`config.mk`:
```
export PLATFORM = sky130hd
export DESIGN_NAME = ait_top
export DESIGN_NICKNAME = d
export VERILOG_FILES = /design/src/logic/ait_pkg.sv /design/src/logic/ait_tick_div.sv /design/src/logic/ait_axis_timer.sv /design/src/logic/ait_top.sv
export SDC_FILE = /design/constraint.sdc
export NUM_CORES = 1
export LEC_CHECK = 0
export ABC_AREA = 1
export BUFFER_PORTS_ARGS = -buffer_cell sky130_fd_sc_hd__buf_2
export CORE_ASPECT_RATIO = 0.5
export CORE_UTILIZATION = 49
export CTS_BUF_LIST = sky130_fd_sc_hd__clkbuf_4 sky130_fd_sc_hd__clkbuf_8 sky130_fd_sc_hd__clkbuf_16
export CTS_CLUSTER_DIAMETER = 30
export CTS_CLUSTER_SIZE = 12
export DETAILED_ROUTE_END_ITERATION = 12
export PLACE_DENSITY = 0.78
export SETUP_SLACK_MARGIN = 0.1
export SYNTH_ARGS = -nofsm -noshare
export SYNTH_HDL_FRONTEND = slang
export SYNTH_SLANG_ARGS = --single-unit
```
`constraint.sdc`:
```
create_clock -name clk_sys -period 4.8 [get_ports clk_sys]
set_input_delay 0.24 -clock clk_sys [delete_from_list [all_inputs] [get_ports clk_sys]]
set_output_delay 0.24 -clock clk_sys [all_outputs]
set_load 0.02 [all_outputs]
```
`src/logic/ait_pkg.sv`:
```
`default_nettype none
package ait_pkg;

  // ****************************************
  // widths and timing
  // ****************************************
  localparam int AXES = 2;
  localparam int CNT_W = 31;
  localparam int ADDR_W = 8;
  localparam int CLK_NS = 50;   // 20 MHz system clock
  localparam int TICK_NS = 1000; // one count step is 1 us
  localparam int TICK_CYCLES = TICK_NS / CLK_NS;
  localparam logic [CNT_W-1:0] LIMIT_RESET = 31'h00000001;

  // ****************************************
  // register offsets (byte addresses)
  // ****************************************
  localparam logic [ADDR_W-1:0] OFS_CMD = 8'h00;
  localparam logic [ADDR_W-1:0] OFS_DATA_LOW = 8'h04;
  localparam logic [ADDR_W-1:0] OFS_DATA_HIGH = 8'h08;
  localparam logic [ADDR_W-1:0] OFS_READ_DATA = 8'h0c;
  localparam logic [ADDR_W-1:0] OFS_AXIS_BASE = 8'h10;
  localparam logic [ADDR_W-1:0] AXIS_STRIDE = 8'h10;
  localparam logic [ADDR_W-1:0] OFS_MODE = 8'h00;
  localparam logic [ADDR_W-1:0] OFS_INT_EN = 8'h04;
  localparam logic [ADDR_W-1:0] OFS_STATUS = 8'h08;

  // ****************************************
  // fields and command codes
  // ****************************************
  localparam int CMD_AXIS_LSB = 8;
  localparam int MODE_REPEAT_BIT = 14;
  localparam int INT_EN_TIMER_BIT = 9;
  localparam int STATUS_RUN_BIT = 10;
  localparam logic [7:0] CMD_SET_LIMIT = 8'h16;
  localparam logic [7:0] CMD_READ_COUNT = 8'h38;
  localparam logic [7:0] CMD_START = 8'h73;
  localparam logic [7:0] CMD_STOP = 8'h74;
  localparam logic [1:0] RESP_OKAY = 2'h0;
  localparam logic [1:0] RESP_SLVERR = 2'h2;

  // synchronous-action requests aimed at one axis timer
  typedef struct packed {
    logic start;
    logic stop;
    logic capture;
  } ait_sync_t;

endpackage
`default_nettype wire

```
`src/logic/ait_tick_div.sv`:
```
`timescale 1ns/1ps
`default_nettype none
module ait_tick_div #(
  parameter int DIV = ait_pkg::TICK_CYCLES
) (
  input wire logic clk_sys, // system clock
  input wire logic reset_n, // async reset
  input wire logic clear,   // restart the prescaler
  input wire logic enable,  // count only while enabled
  output logic tick         // one-cycle pulse each microsecond
);
  import ait_pkg::*;

  logic [15:0] phase;

  // ****************************************
  // prescaler
  // ****************************************
  // clear wins so the first tick after a start is a full period away
  always_ff @(posedge clk_sys or negedge reset_n) begin
    if (!reset_n) begin
      phase <= 16'h0000;
      tick <= 1'b0;
    end else if (clear || !enable) begin
      phase <= 16'h0000;
      tick <= 1'b0;
    end else if (phase == 16'(DIV - 1)) begin
      phase <= 16'h0000;
      tick <= 1'b1;
    end else begin
      phase <= phase + 16'h0001;
      tick <= 1'b0;
    end
  end

  a_tick_single: assert property (@(posedge clk_sys) disable iff (!reset_n)
    tick |=> !tick) // RULE_18
    else $error("prescaler tick lasted more than one cycle");

endmodule
`default_nettype wire

```
`src/logic/ait_axis_timer.sv`:
```
`timescale 1ns/1ps
`default_nettype none
module ait_axis_timer #(
  parameter int DIV = ait_pkg::TICK_CYCLES
) (
  input wire logic clk_sys,                      // system clock
  input wire logic reset_n,                      // async reset
  input wire logic start,                        // start request pulse
  input wire logic stop,                         // stop request pulse
  input wire logic timer_repeat_select,          // 1 repeat, 0 once
  input wire logic [ait_pkg::CNT_W-1:0] limit,   // programmed limit
  output logic running,                          // timer running
  output logic up,                               // expiry pulse
  output logic [ait_pkg::CNT_W-1:0] current_timer_count // live count
);
  import ait_pkg::*;

  logic tick;
  logic [CNT_W-1:0] next_count;

  ait_tick_div #(.DIV(DIV)) u_div (
    .clk_sys(clk_sys),
    .reset_n(reset_n),
    .clear(start || stop), // RULE_18
    .enable(running),
    .tick(tick)
  );

  assign next_count = current_timer_count + 31'h00000001;

  // ****************************************
  // counter and run state
  // ****************************************
  // a limit lowered below the count mid-run expires on the next tick rather than wrapping
  always_ff @(posedge clk_sys or negedge reset_n) begin
    if (!reset_n) begin
      running <= 1'b0;
      up <= 1'b0;
      current_timer_count <= '0;
    end else begin
      up <= 1'b0;
      if (stop) begin
        running <= 1'b0; // RULE_10 RULE_17
        current_timer_count <= '0; // RULE_14
      end else if (start) begin
        running <= 1'b1; // RULE_09 RULE_15
        current_timer_count <= '0; // RULE_02
      end else if (running && tick) begin
        if (next_count >= limit) begin // RULE_07
          up <= 1'b1; // RULE_04
          current_timer_count <= '0; // RULE_05 RULE_14
          if (!timer_repeat_select) begin
            running <= 1'b0; // RULE_04 RULE_17
          end
        end else begin
          current_timer_count <= next_count; // RULE_02
        end
      end
    end
  end

  a_stop_clears: assert property (@(posedge clk_sys) disable iff (!reset_n)
    stop |=> !running && current_timer_count == '0) // RULE_10
    else $error("stop did not halt and clear the timer");
  a_start_zero: assert property (@(posedge clk_sys) disable iff (!reset_n)
    start && !stop |=> running && current_timer_count == '0) // RULE_09
    else $error("start did not run from zero");
  a_expire_limit: assert property (@(posedge clk_sys) disable iff (!reset_n)
    running && tick && !start && !stop && next_count >= limit |=> up && current_timer_count == '0) // RULE_04
    else $error("limit reached without expiry");
  a_once_stops: assert property (@(posedge clk_sys) disable iff (!reset_n)
    up && !$past(timer_repeat_select) && !$past(start) |-> !running) // RULE_17
    else $error("once mode kept running after expiry");
  a_repeat_runs: assert property (@(posedge clk_sys) disable iff (!reset_n)
    up && $past(timer_repeat_select) |-> running) // RULE_05
    else $error("repeat mode halted at expiry");
  a_count_idle: assert property (@(posedge clk_sys) disable iff (!reset_n)
    !running |-> current_timer_count == '0) // RULE_14
    else $error("idle timer holds a nonzero count");

endmodule
`default_nettype wire

```
`src/logic/ait_top.sv`:
```
`timescale 1ns/1ps
`default_nettype none
// What this block does
// RULE_01 - each axis has its own timer with separate mode, start, stop, status
// RULE_02 - 31-bit counter starts from zero and steps once per microsecond
// RULE_03 - limit range is 1 to 2,147,483,647 microseconds
// RULE_04 - once mode: count reaching limit expires the timer and stops it
// RULE_05 - repeat mode: after expiry restart from zero until stopped
// RULE_06 - host loads limit via both data registers then command 16h
// RULE_07 - limit may be rewritten while the timer runs
// RULE_08 - mode bit 14 picks once (0) or repeat (1)
// RULE_09 - command 73h or a sync start action starts the timer
// RULE_10 - command 74h or a sync stop action halts it at once
// RULE_11 - expiry is offered as a trigger for synchronous actions
// RULE_12 - sync actions may capture the count, start or stop the timer
// RULE_13 - command 38h reads the live count at any time
// RULE_14 - the count clears to zero whenever the timer stops
// RULE_15 - status bit 10 reads 1 from the moment the timer starts
// RULE_16 - interrupt enable bit 9 lets expiry raise the interrupt request
// RULE_17 - running flag drops whenever the timer stops, any cause
// RULE_18 - microsecond prescaler restarts together with the counter on start
module ait_top #(
  parameter int DIV = ait_pkg::TICK_CYCLES
) (
  input wire logic clk_sys,                             // system clock
  input wire logic reset_n,                             // async reset
  input wire logic [ait_pkg::ADDR_W-1:0] s_axi_awaddr,  // write address
  input wire logic s_axi_awvalid,                       // write address valid
  output logic s_axi_awready,                           // write address ready
  input wire logic [31:0] s_axi_wdata,                  // write data
  input wire logic [3:0] s_axi_wstrb,                   // byte enables
  input wire logic s_axi_wvalid,                        // write data valid
  output logic s_axi_wready,                            // write data ready
  output logic [1:0] s_axi_bresp,                       // write response
  output logic s_axi_bvalid,                            // write response valid
  input wire logic s_axi_bready,                        // write response ready
  input wire logic [ait_pkg::ADDR_W-1:0] s_axi_araddr,  // read address
  input wire logic s_axi_arvalid,                       // read address valid
  output logic s_axi_arready,                           // read address ready
  output logic [31:0] s_axi_rdata,                      // read data
  output logic [1:0] s_axi_rresp,                       // read response
  output logic s_axi_rvalid,                            // read data valid
  input wire logic s_axi_rready,                        // read data ready
  input wire ait_pkg::ait_sync_t [ait_pkg::AXES-1:0] sync_req, // sync actions
  output logic [ait_pkg::AXES-1:0] timer_up,            // expiry triggers
  output logic [ait_pkg::AXES-1:0] capture_strobe,      // compare load pulse
  output logic [ait_pkg::AXES-1:0][ait_pkg::CNT_W-1:0] multipurpose_compare_reg, // captured count
  output logic irq                                      // interrupt request
);
  import ait_pkg::*;

  // ****************************************
  // decode helpers
  // ****************************************
  // axis index of a per-axis address, AXES below the axis window and AXES or more above it
  function automatic int axis_of(input logic [ADDR_W-1:0] addr);
    int idx;
    idx = AXES;
    if (addr >= OFS_AXIS_BASE) begin
      idx = int'((addr - OFS_AXIS_BASE) / AXIS_STRIDE);
    end
    return idx;
  endfunction

  // offset inside the axis block
  function automatic logic [ADDR_W-1:0] axis_ofs(input logic [ADDR_W-1:0] addr);
    return (addr - OFS_AXIS_BASE) % AXIS_STRIDE;
  endfunction

  // whether an address names a register
  function automatic logic reg_hit(input logic [ADDR_W-1:0] addr);
    logic hit;
    hit = 1'b0;
    if (addr == OFS_CMD || addr == OFS_DATA_LOW || addr == OFS_DATA_HIGH || addr == OFS_READ_DATA) begin
      hit = 1'b1;
    end else if (axis_of(addr) < AXES) begin
      hit = axis_ofs(addr) == OFS_MODE || axis_ofs(addr) == OFS_INT_EN || axis_ofs(addr) == OFS_STATUS;
    end
    return hit;
  endfunction

  // merge the two low byte lanes of a 16-bit register
  function automatic logic [15:0] lanes16(input logic [15:0] old, input logic [31:0] data,
                                          input logic [3:0] strb);
    logic [15:0] res;
    res = old;
    if (strb[0]) begin
      res[7:0] = data[7:0];
    end
    if (strb[1]) begin
      res[15:8] = data[15:8];
    end
    return res;
  endfunction

  // ****************************************
  // state
  // ****************************************
  logic [ADDR_W-1:0] aw_addr;
  logic [31:0] w_data;
  logic [3:0] w_strb;
  logic do_write;
  logic [15:0] data_low_write_reg;
  logic [15:0] data_high_write_reg;
  logic [CNT_W-1:0] read_count;
  logic [AXES-1:0] timer_repeat_select;
  logic [AXES-1:0] int_enable;
  logic [AXES-1:0][CNT_W-1:0] limit;
  logic [AXES-1:0] cmd_start;
  logic [AXES-1:0] cmd_stop;
  logic [AXES-1:0] running;
  logic [AXES-1:0] up;
  logic [AXES-1:0][CNT_W-1:0] count;
  logic [7:0] cmd_code;
  logic [AXES-1:0] cmd_axes;
  logic [CNT_W-1:0] next_limit;
  int wr_axis;

  assign do_write = !s_axi_awready && !s_axi_wready && !s_axi_bvalid;
  assign cmd_code = w_data[7:0];
  assign cmd_axes = w_data[CMD_AXIS_LSB +: AXES];
  assign next_limit = {data_high_write_reg[CNT_W-17:0], data_low_write_reg};
  assign wr_axis = axis_of(aw_addr);

  // ****************************************
  // write channel
  // ****************************************
  // address and data are caught in either order; the register write
  // waits until both are held and the previous response has gone
  always_ff @(posedge clk_sys or negedge reset_n) begin
    if (!reset_n) begin
      s_axi_awready <= 1'b1;
      aw_addr <= '0;
    end else if (s_axi_awvalid && s_axi_awready) begin
      s_axi_awready <= 1'b0;
      aw_addr <= s_axi_awaddr;
    end else if (do_write) begin
      s_axi_awready <= 1'b1;
    end
  end

  always_ff @(posedge clk_sys or negedge reset_n) begin
    if (!reset_n) begin
      s_axi_wready <= 1'b1;
      w_data <= '0;
      w_strb <= '0;
    end else if (s_axi_wvalid && s_axi_wready) begin
      s_axi_wready <= 1'b0;
      w_data <= s_axi_wdata;
      w_strb <= s_axi_wstrb;
    end else if (do_write) begin
      s_axi_wready <= 1'b1;
    end
  end

  // response; unmapped addresses answer with slave error
  always_ff @(posedge clk_sys or negedge reset_n) begin
    if (!reset_n) begin
      s_axi_bvalid <= 1'b0;
      s_axi_bresp <= RESP_OKAY;
    end else if (do_write) begin
      s_axi_bvalid <= 1'b1;
      s_axi_bresp <= reg_hit(aw_addr) ? RESP_OKAY : RESP_SLVERR;
    end else if (s_axi_bready) begin
      s_axi_bvalid <= 1'b0;
    end
  end

  // ****************************************
  // shared data registers
  // ****************************************
  always_ff @(posedge clk_sys or negedge reset_n) begin
    if (!reset_n) begin
      data_low_write_reg <= 16'h0000;
      data_high_write_reg <= 16'h0000;
    end else if (do_write && aw_addr == OFS_DATA_LOW) begin
      data_low_write_reg <= lanes16(data_low_write_reg, w_data, w_strb); // RULE_06
    end else if (do_write && aw_addr == OFS_DATA_HIGH) begin
      data_high_write_reg <= lanes16(data_high_write_reg, w_data, w_strb); // RULE_06
    end
  end

  // ****************************************
  // per-axis settings and commands
  // ****************************************
  // a zero limit would expire on every tick, so a zero load is ignored
  for (genvar i = 0; i < AXES; i++) begin : g_axis
    always_ff @(posedge clk_sys or negedge reset_n) begin
      if (!reset_n) begin
        timer_repeat_select[i] <= 1'b0;
        int_enable[i] <= 1'b0;
      end else if (do_write && wr_axis == i && w_strb[1]) begin
        if (axis_ofs(aw_addr) == OFS_MODE) begin
          timer_repeat_select[i] <= w_data[MODE_REPEAT_BIT]; // RULE_08
        end else if (axis_ofs(aw_addr) == OFS_INT_EN) begin
          int_enable[i] <= w_data[INT_EN_TIMER_BIT]; // RULE_16
        end
      end
    end

    // command pulses land one cycle after the bus write
    always_ff @(posedge clk_sys or negedge reset_n) begin
      if (!reset_n) begin
        cmd_start[i] <= 1'b0;
        cmd_stop[i] <= 1'b0;
        limit[i] <= LIMIT_RESET;
      end else begin
        cmd_start[i] <= 1'b0;
        cmd_stop[i] <= 1'b0;
        if (do_write && aw_addr == OFS_CMD && w_strb[0] && cmd_axes[i]) begin
          cmd_start[i] <= cmd_code == CMD_START; // RULE_09
          cmd_stop[i] <= cmd_code == CMD_STOP; // RULE_10
          if (cmd_code == CMD_SET_LIMIT && next_limit != '0) begin
            limit[i] <= next_limit; // RULE_03 RULE_07
          end
        end
      end
    end

    ait_axis_timer #(.DIV(DIV)) u_timer ( // RULE_01
      .clk_sys(clk_sys),
      .reset_n(reset_n),
      .start(cmd_start[i] || sync_req[i].start), // RULE_12
      .stop(cmd_stop[i] || sync_req[i].stop), // RULE_12
      .timer_repeat_select(timer_repeat_select[i]),
      .limit(limit[i]),
      .running(running[i]),
      .up(up[i]),
      .current_timer_count(count[i])
    );

    // count capture into the compare register on a sync action
    always_ff @(posedge clk_sys or negedge reset_n) begin
      if (!reset_n) begin
        capture_strobe[i] <= 1'b0;
        multipurpose_compare_reg[i] <= '0;
      end else begin
        capture_strobe[i] <= sync_req[i].capture;
        if (sync_req[i].capture) begin
          multipurpose_compare_reg[i] <= count[i]; // RULE_12
        end
      end
    end

    a_capture_value: assert property (@(posedge clk_sys) disable iff (!reset_n)
      sync_req[i].capture |=> capture_strobe[i] && multipurpose_compare_reg[i] == $past(count[i])) // RULE_12
      else $error("captured count does not match the live count");
  end

  assign timer_up = up; // RULE_11

  // ****************************************
  // live count readback
  // ****************************************
  // with both axes selected the lower axis wins
  always_ff @(posedge clk_sys or negedge reset_n) begin
    if (!reset_n) begin
      read_count <= '0;
    end else if (do_write && aw_addr == OFS_CMD && w_strb[0] && cmd_code == CMD_READ_COUNT) begin
      if (cmd_axes[0]) begin
        read_count <= count[0]; // RULE_13
      end else if (cmd_axes[1]) begin
        read_count <= count[1]; // RULE_13
      end
    end
  end

  // ****************************************
  // interrupt request
  // ****************************************
  // a one-cycle request per expiry; the host side latches it if needed
  always_ff @(posedge clk_sys or negedge reset_n) begin
    if (!reset_n) begin
      irq <= 1'b0;
    end else begin
      irq <= |(up & int_enable); // RULE_16
    end
  end

  // ****************************************
  // read channel
  // ****************************************
  always_ff @(posedge clk_sys or negedge reset_n) begin
    if (!reset_n) begin
      s_axi_arready <= 1'b1;
      s_axi_rvalid <= 1'b0;
      s_axi_rdata <= 32'h00000000;
      s_axi_rresp <= RESP_OKAY;
    end else if (s_axi_arvalid && s_axi_arready) begin
      s_axi_arready <= 1'b0;
      s_axi_rvalid <= 1'b1;
      s_axi_rresp <= reg_hit(s_axi_araddr) ? RESP_OKAY : RESP_SLVERR;
      s_axi_rdata <= 32'h00000000;
      if (s_axi_araddr == OFS_DATA_LOW) begin
        s_axi_rdata <= {16'h0000, data_low_write_reg};
      end else if (s_axi_araddr == OFS_DATA_HIGH) begin
        s_axi_rdata <= {16'h0000, data_high_write_reg};
      end else if (s_axi_araddr == OFS_READ_DATA) begin
        s_axi_rdata <= {1'b0, read_count}; // RULE_13
      end else if (axis_of(s_axi_araddr) < AXES) begin
        if (axis_ofs(s_axi_araddr) == OFS_MODE) begin
          s_axi_rdata[MODE_REPEAT_BIT] <= timer_repeat_select[axis_of(s_axi_araddr)];
        end else if (axis_ofs(s_axi_araddr) == OFS_INT_EN) begin
          s_axi_rdata[INT_EN_TIMER_BIT] <= int_enable[axis_of(s_axi_araddr)];
        end else if (axis_ofs(s_axi_araddr) == OFS_STATUS) begin
          s_axi_rdata[STATUS_RUN_BIT] <= running[axis_of(s_axi_araddr)]; // RULE_15
        end
      end
    end else if (s_axi_rvalid && s_axi_rready) begin
      s_axi_rvalid <= 1'b0;
      s_axi_arready <= 1'b1;
    end
  end

  // ****************************************
  // checks
  // ****************************************
  a_irq_expiry: assert property (@(posedge clk_sys) disable iff (!reset_n)
    |(up & int_enable) |=> irq) // RULE_16
    else $error("enabled expiry did not raise the interrupt");
  a_irq_masked: assert property (@(posedge clk_sys) disable iff (!reset_n)
    !(|(up & int_enable)) |=> !irq) // RULE_16
    else $error("interrupt raised without an enabled expiry");
  a_cmd_start: assert property (@(posedge clk_sys) disable iff (!reset_n)
    do_write && aw_addr == OFS_CMD && w_strb[0] && cmd_code == CMD_START && cmd_axes[0]
      && !sync_req[0].stop |=> ##1 running[0]) // RULE_15
    else $error("start command did not set the running flag");
  a_cmd_stop: assert property (@(posedge clk_sys) disable iff (!reset_n)
    do_write && aw_addr == OFS_CMD && w_strb[0] && cmd_code == CMD_STOP && cmd_axes[1]
      |=> ##1 !running[1] && count[1] == '0) // RULE_10
    else $error("stop command did not halt the timer");
  a_limit_load: assert property (@(posedge clk_sys) disable iff (!reset_n)
    do_write && aw_addr == OFS_CMD && w_strb[0] && cmd_code == CMD_SET_LIMIT && cmd_axes[1]
      && next_limit != '0 |=> limit[1] == $past(next_limit)) // RULE_06
    else $error("limit load command did not take the data registers");
  a_write_resp: assert property (@(posedge clk_sys) disable iff (!reset_n)
    do_write |=> s_axi_bvalid && s_axi_awready && s_axi_wready)
    else $error("write did not answer in one cycle");

endmodule
`default_nettype wire

```
==> results.txt <==
Setup total negative slack on the finished layout was measured at 0 ns. The global router's overall resource usage is 27.6%. The placeable core region came out at 37700 sq um. The class of the most critical hold timing path is input pin to flip-flop.

The largest net degree at the start of global routing is 109. The sum of overflow across all layers after global routing is 0. The number of global-route vias before repair came out at 15500. The highest net fanout along the worst path came out at 29.

The number of max-cap violations came out at 0. IR analysis of the VDD net gives a maximum drop of 260 uV. The shortest period the worst path allows is 3.63 ns.

The met3 usage came out at 6.43%. The worst setup path is captured at a flip-flop. The H-tree generated during clock tree synthesis spans 2 levels. The most instantiated flip-flop cell in the synthesis netlist is dfrtp_1. Sorting the synthesized cells by area gives the leading types as dfrtp_1 47%, nand2_1 11%, inv_1 5.5%. After detailed routing, the number of remaining DRC violations is 0. Setup repair after global routing left no endpoint under its margin. The overall routed net length came out at 53700 microns. The horizontal die dimension came out at 280 microns. Of all cell types, the one taking the most synthesized area is dfrtp_1. The clock buffer count from CTS came out at 52. The post-route netlist has 16.8% of its cells at a drive strength greater than 1. The clock sink count is 362. Global routing used 39.1% of the available met1 tracks. The run finished with clean final reports.

The global placement routability congestion is 0.964. After detailed routing, the average wire length per cell comes to 17.9 microns. The clock slew seen by the registers of the worst setup and hold paths came out at 0.06 ns. The worst endpoint required time is 5.24 ns. The placed wire-length estimate after detailed placement came out at 38300 microns. Averaged over all synthesized cells, the footprint is 8.35 sq um.

The count of buffers from port buffering is 151. The total number of yosys warnings is 0. Once the clock tree was built, the setup fixing pass inserted 0 buffers. After detailed routing, the number of vias per cell comes to 5.40. In this run, the number of DRC markers left after iteration 0 of detailed routing was 1594.

The longest clock path from root to sink contains 3 buffers. The number of setup violations in the final report is 0. For the worst-skew pair, the clock arrives at the later sink with an insertion delay of 0.59 ns. The die covers 39400 sq um. Measured against its own limit, the worst slew margin works out to 26.8%.

The cell area that synthesis handed to floorplanning was 18900 sq um. The worst reg-to-reg path cell count came out at 16. The largest individual stage delay along the critical path comes from the cell dfrtp_1.

Sorting the synthesized cells by how often they occur yields 568 x nand2_1, 357 x dfrtp_1, 278 x inv_1. The final period utilization came out at 75.7%. The antenna cell count came out at 0. The kind of cell adding the most delay to the critical path is simple AND/OR/NAND/NOR gates. The critical path goes through ha_1 > nand3_2 > nor2_2 > nand2_2 > or3_1 > xor2_1 > inv_1 > ha_1 > nand2_1 > nor2_1 > nand4_1 > nor3_1 > nand2_1 > nand4_1 > buf_4 > o22ai_1.

The worst setup path is of the flip-flop to flip-flop kind. The total power draw came out at 0.00878 W. The flip-flop and latch count after synthesis came out at 362.

The number of buffers and inverters on the critical path came out at 2. The static power due to leakage is 11.2 nW. The number of cells produced by synthesis came out at 2262.

The endpoint of the most critical register-to-register path is g_axis[1].u_timer.current_timer_count[26]$_DFFE_PN0P_. Once layout is done, the placed cells without fillers occupy 22300 sq um. Data on the critical path arrives at its endpoint at 4.07 ns.

The number of antenna violations at the first check in global routing came out at 0. The number of max-slew violations in the final report came to 0. The number of cells on the critical path came out at 16. The placed cell area is 20000 sq um. The die height is 141 microns. The post-synthesis async set-or-reset flop share came out at 100%. The number of antenna-violating nets in the routed design is 0.

The clock tree from TritonCTS is yes. Synthesis instantiated 56 different standard cells from the library. In this run the clock root is driven by a clkbuf_16. The I/O pin total is 173. The minimum setup slack among reg-to-reg paths is 1.17 ns. The number of enable-type register cells in the synthesized netlist is 0. The worst-case clock skew is 0.0241 ns. The first global-routing pass estimated 84900 microns of wire. The hold violation count in the final report was 0. The most frequent cell after synthesis is nand2_1. The met2 track utilization from global routing came out at 42.3%.

The signed area change from the synthesized netlist to the final layout came out at 17.9%. The total power density per cell area came out at 394 nW/um^2. The area share of the leading cell type in the synthesized netlist came out at 47.3%.

Timing would allow up to 275 MHz. The actual slew at the worst max-slew pin is 1.09 ns. The final net count came out at 2573.

Sequential cells were found to cover 48.0% of the synthesized design area. The initial core utilization is 50.2%. The global routing stage identified its most utilized layer as met2. STA classifies the critical path startpoint as a flip-flop. The last element of the critical path is g_axis[1].u_timer.current_timer_count[26]$_DFFE_PN0P_. The maximum cell stage delay along the critical path is 0.54 ns. The worst flop-to-flop path startpoint is g_axis[1].u_timer.current_timer_count[0]$_DFFE_PN0P_. The overall via count from detail_route came out at 16200. The most critical setup path has its startpoint at g_axis[1].u_timer.current_timer_count[0]$_DFFE_PN0P_. In this run the core area contains 50 standard-cell rows. The first-pass detailed-route iteration total is 6.
-- through the flow --
step	setup slack, ns	utilization (%)	hold WS [ns]	cells
4_1_cts	1.20	59.2	0.00481	3001
5_1_grt	0.866	59.2	0.0209	3001
3_3_place_gp	1.32	53.2	0.353	2870
6_report	1.17	59.2	0.0207	3001
2_1_floorplan	1.83	-	-0.0556	2264
3_5_place_dp	1.25	53.2	0.357	2870
-- placed cells by master, fill, tap and decap left out, drive strengths merged, types with 54 or more instances in the layout --
cell,instances
ha,70
dfrtp,357
nor2,219
nor3,54
a21oi,101
o21ai,168
nand2,574
buf,164
inv,308
clkbuf,63
nand3,128
-- worst reg2reg max path, delay by kind of cell (launching register included) --
family | cells | cell delay, ns
AOI/OAI and AO/OA | 1 | 0.16
xor gates and xnor gates | 1 | 0.26
adders and majority gates | 2 | 0.64
buffers and inverters | 2 | 0.49
DFF | 1 | 0.54
and+or+nand+nor | 10 | 1.39
-- metal layers --
metal / routed length, microns / up-vias
met4: 1210 / 0
li1: - / 7695
met2: 23900 / 618
met5: 0 / -
met1: 23700 / 7808
met3: 4860 / 96
-- worst min-delay path by stage --
stage | cells past startpoint | end | slack (ns) | startpoint
2_1_floorplan | 0 | aw_addr[0]$_DFFE_PN0P_ | -0.06 | reset_n
3_3_place_gp | 1 | s_axi_bvalid$_DFFE_PN0P_ | 0.35 | reset_n
3_5_place_dp | 1 | aw_addr[6]$_DFFE_PN0P_ | 0.36 | reset_n
4_1_cts | 3 | g_axis[1].u_timer.running$_DFFE_PN0P_ | 0.005 | sync_req[5]
5_1_grt | 3 | g_axis[1].u_timer.running$_DFFE_PN0P_ | 0.02 | sync_req[5]
6_report | 3 | g_axis[1].u_timer.running$_DFFE_PN0P_ | 0.02 | sync_req[5]
-- layout make-up --
class / count / area [sq um]
Tap cell: 520 / 651
Timing Repair Buffer: 198 / 1230
Fill cell: 3247 / 15400
Inverter: 296 / 1110
Multi-Input combinational cell: 1528 / 8320
Clock inverter: 34 / 467
Clock buffer: 63 / 1440
Sequential cell: 362 / 9060
-- timing repair --
item,CTS,global route
hold endpoints to repair,136,0
setup endpoints to repair,0,0
hold buffers,34,0
resized for setup,0,0
-- power breakdown --
part | internal, W | total, W | switching [W]
combinational | 0.000346 | 0.00119 | 0.000842
clock | 0.00262 | 0.00417 | 0.00155
sequential | 0.00327 | 0.00343 | 0.000160
total | 0.00623 | 0.00878 | 0.00255
-- logic make-up (layout without fill, tap and decap cells) --
kind of cell / count (synthesis) / after routing / share of synthesized area, %
compound gates: 327 / 327 / 10.5
flops: 362 / 362 / 48.0
buf+inv: 374 / 591 / 8.08
xor+xnor: 46 / 46 / 2.21
fa+ha+maj: 70 / 70 / 4.64
simple gates: 1046 / 1046 / 24.5
mux: 36 / 36 / 2.09
other cells: 1 / 3 / 0.0198
(Power assumes the default switching activity.)
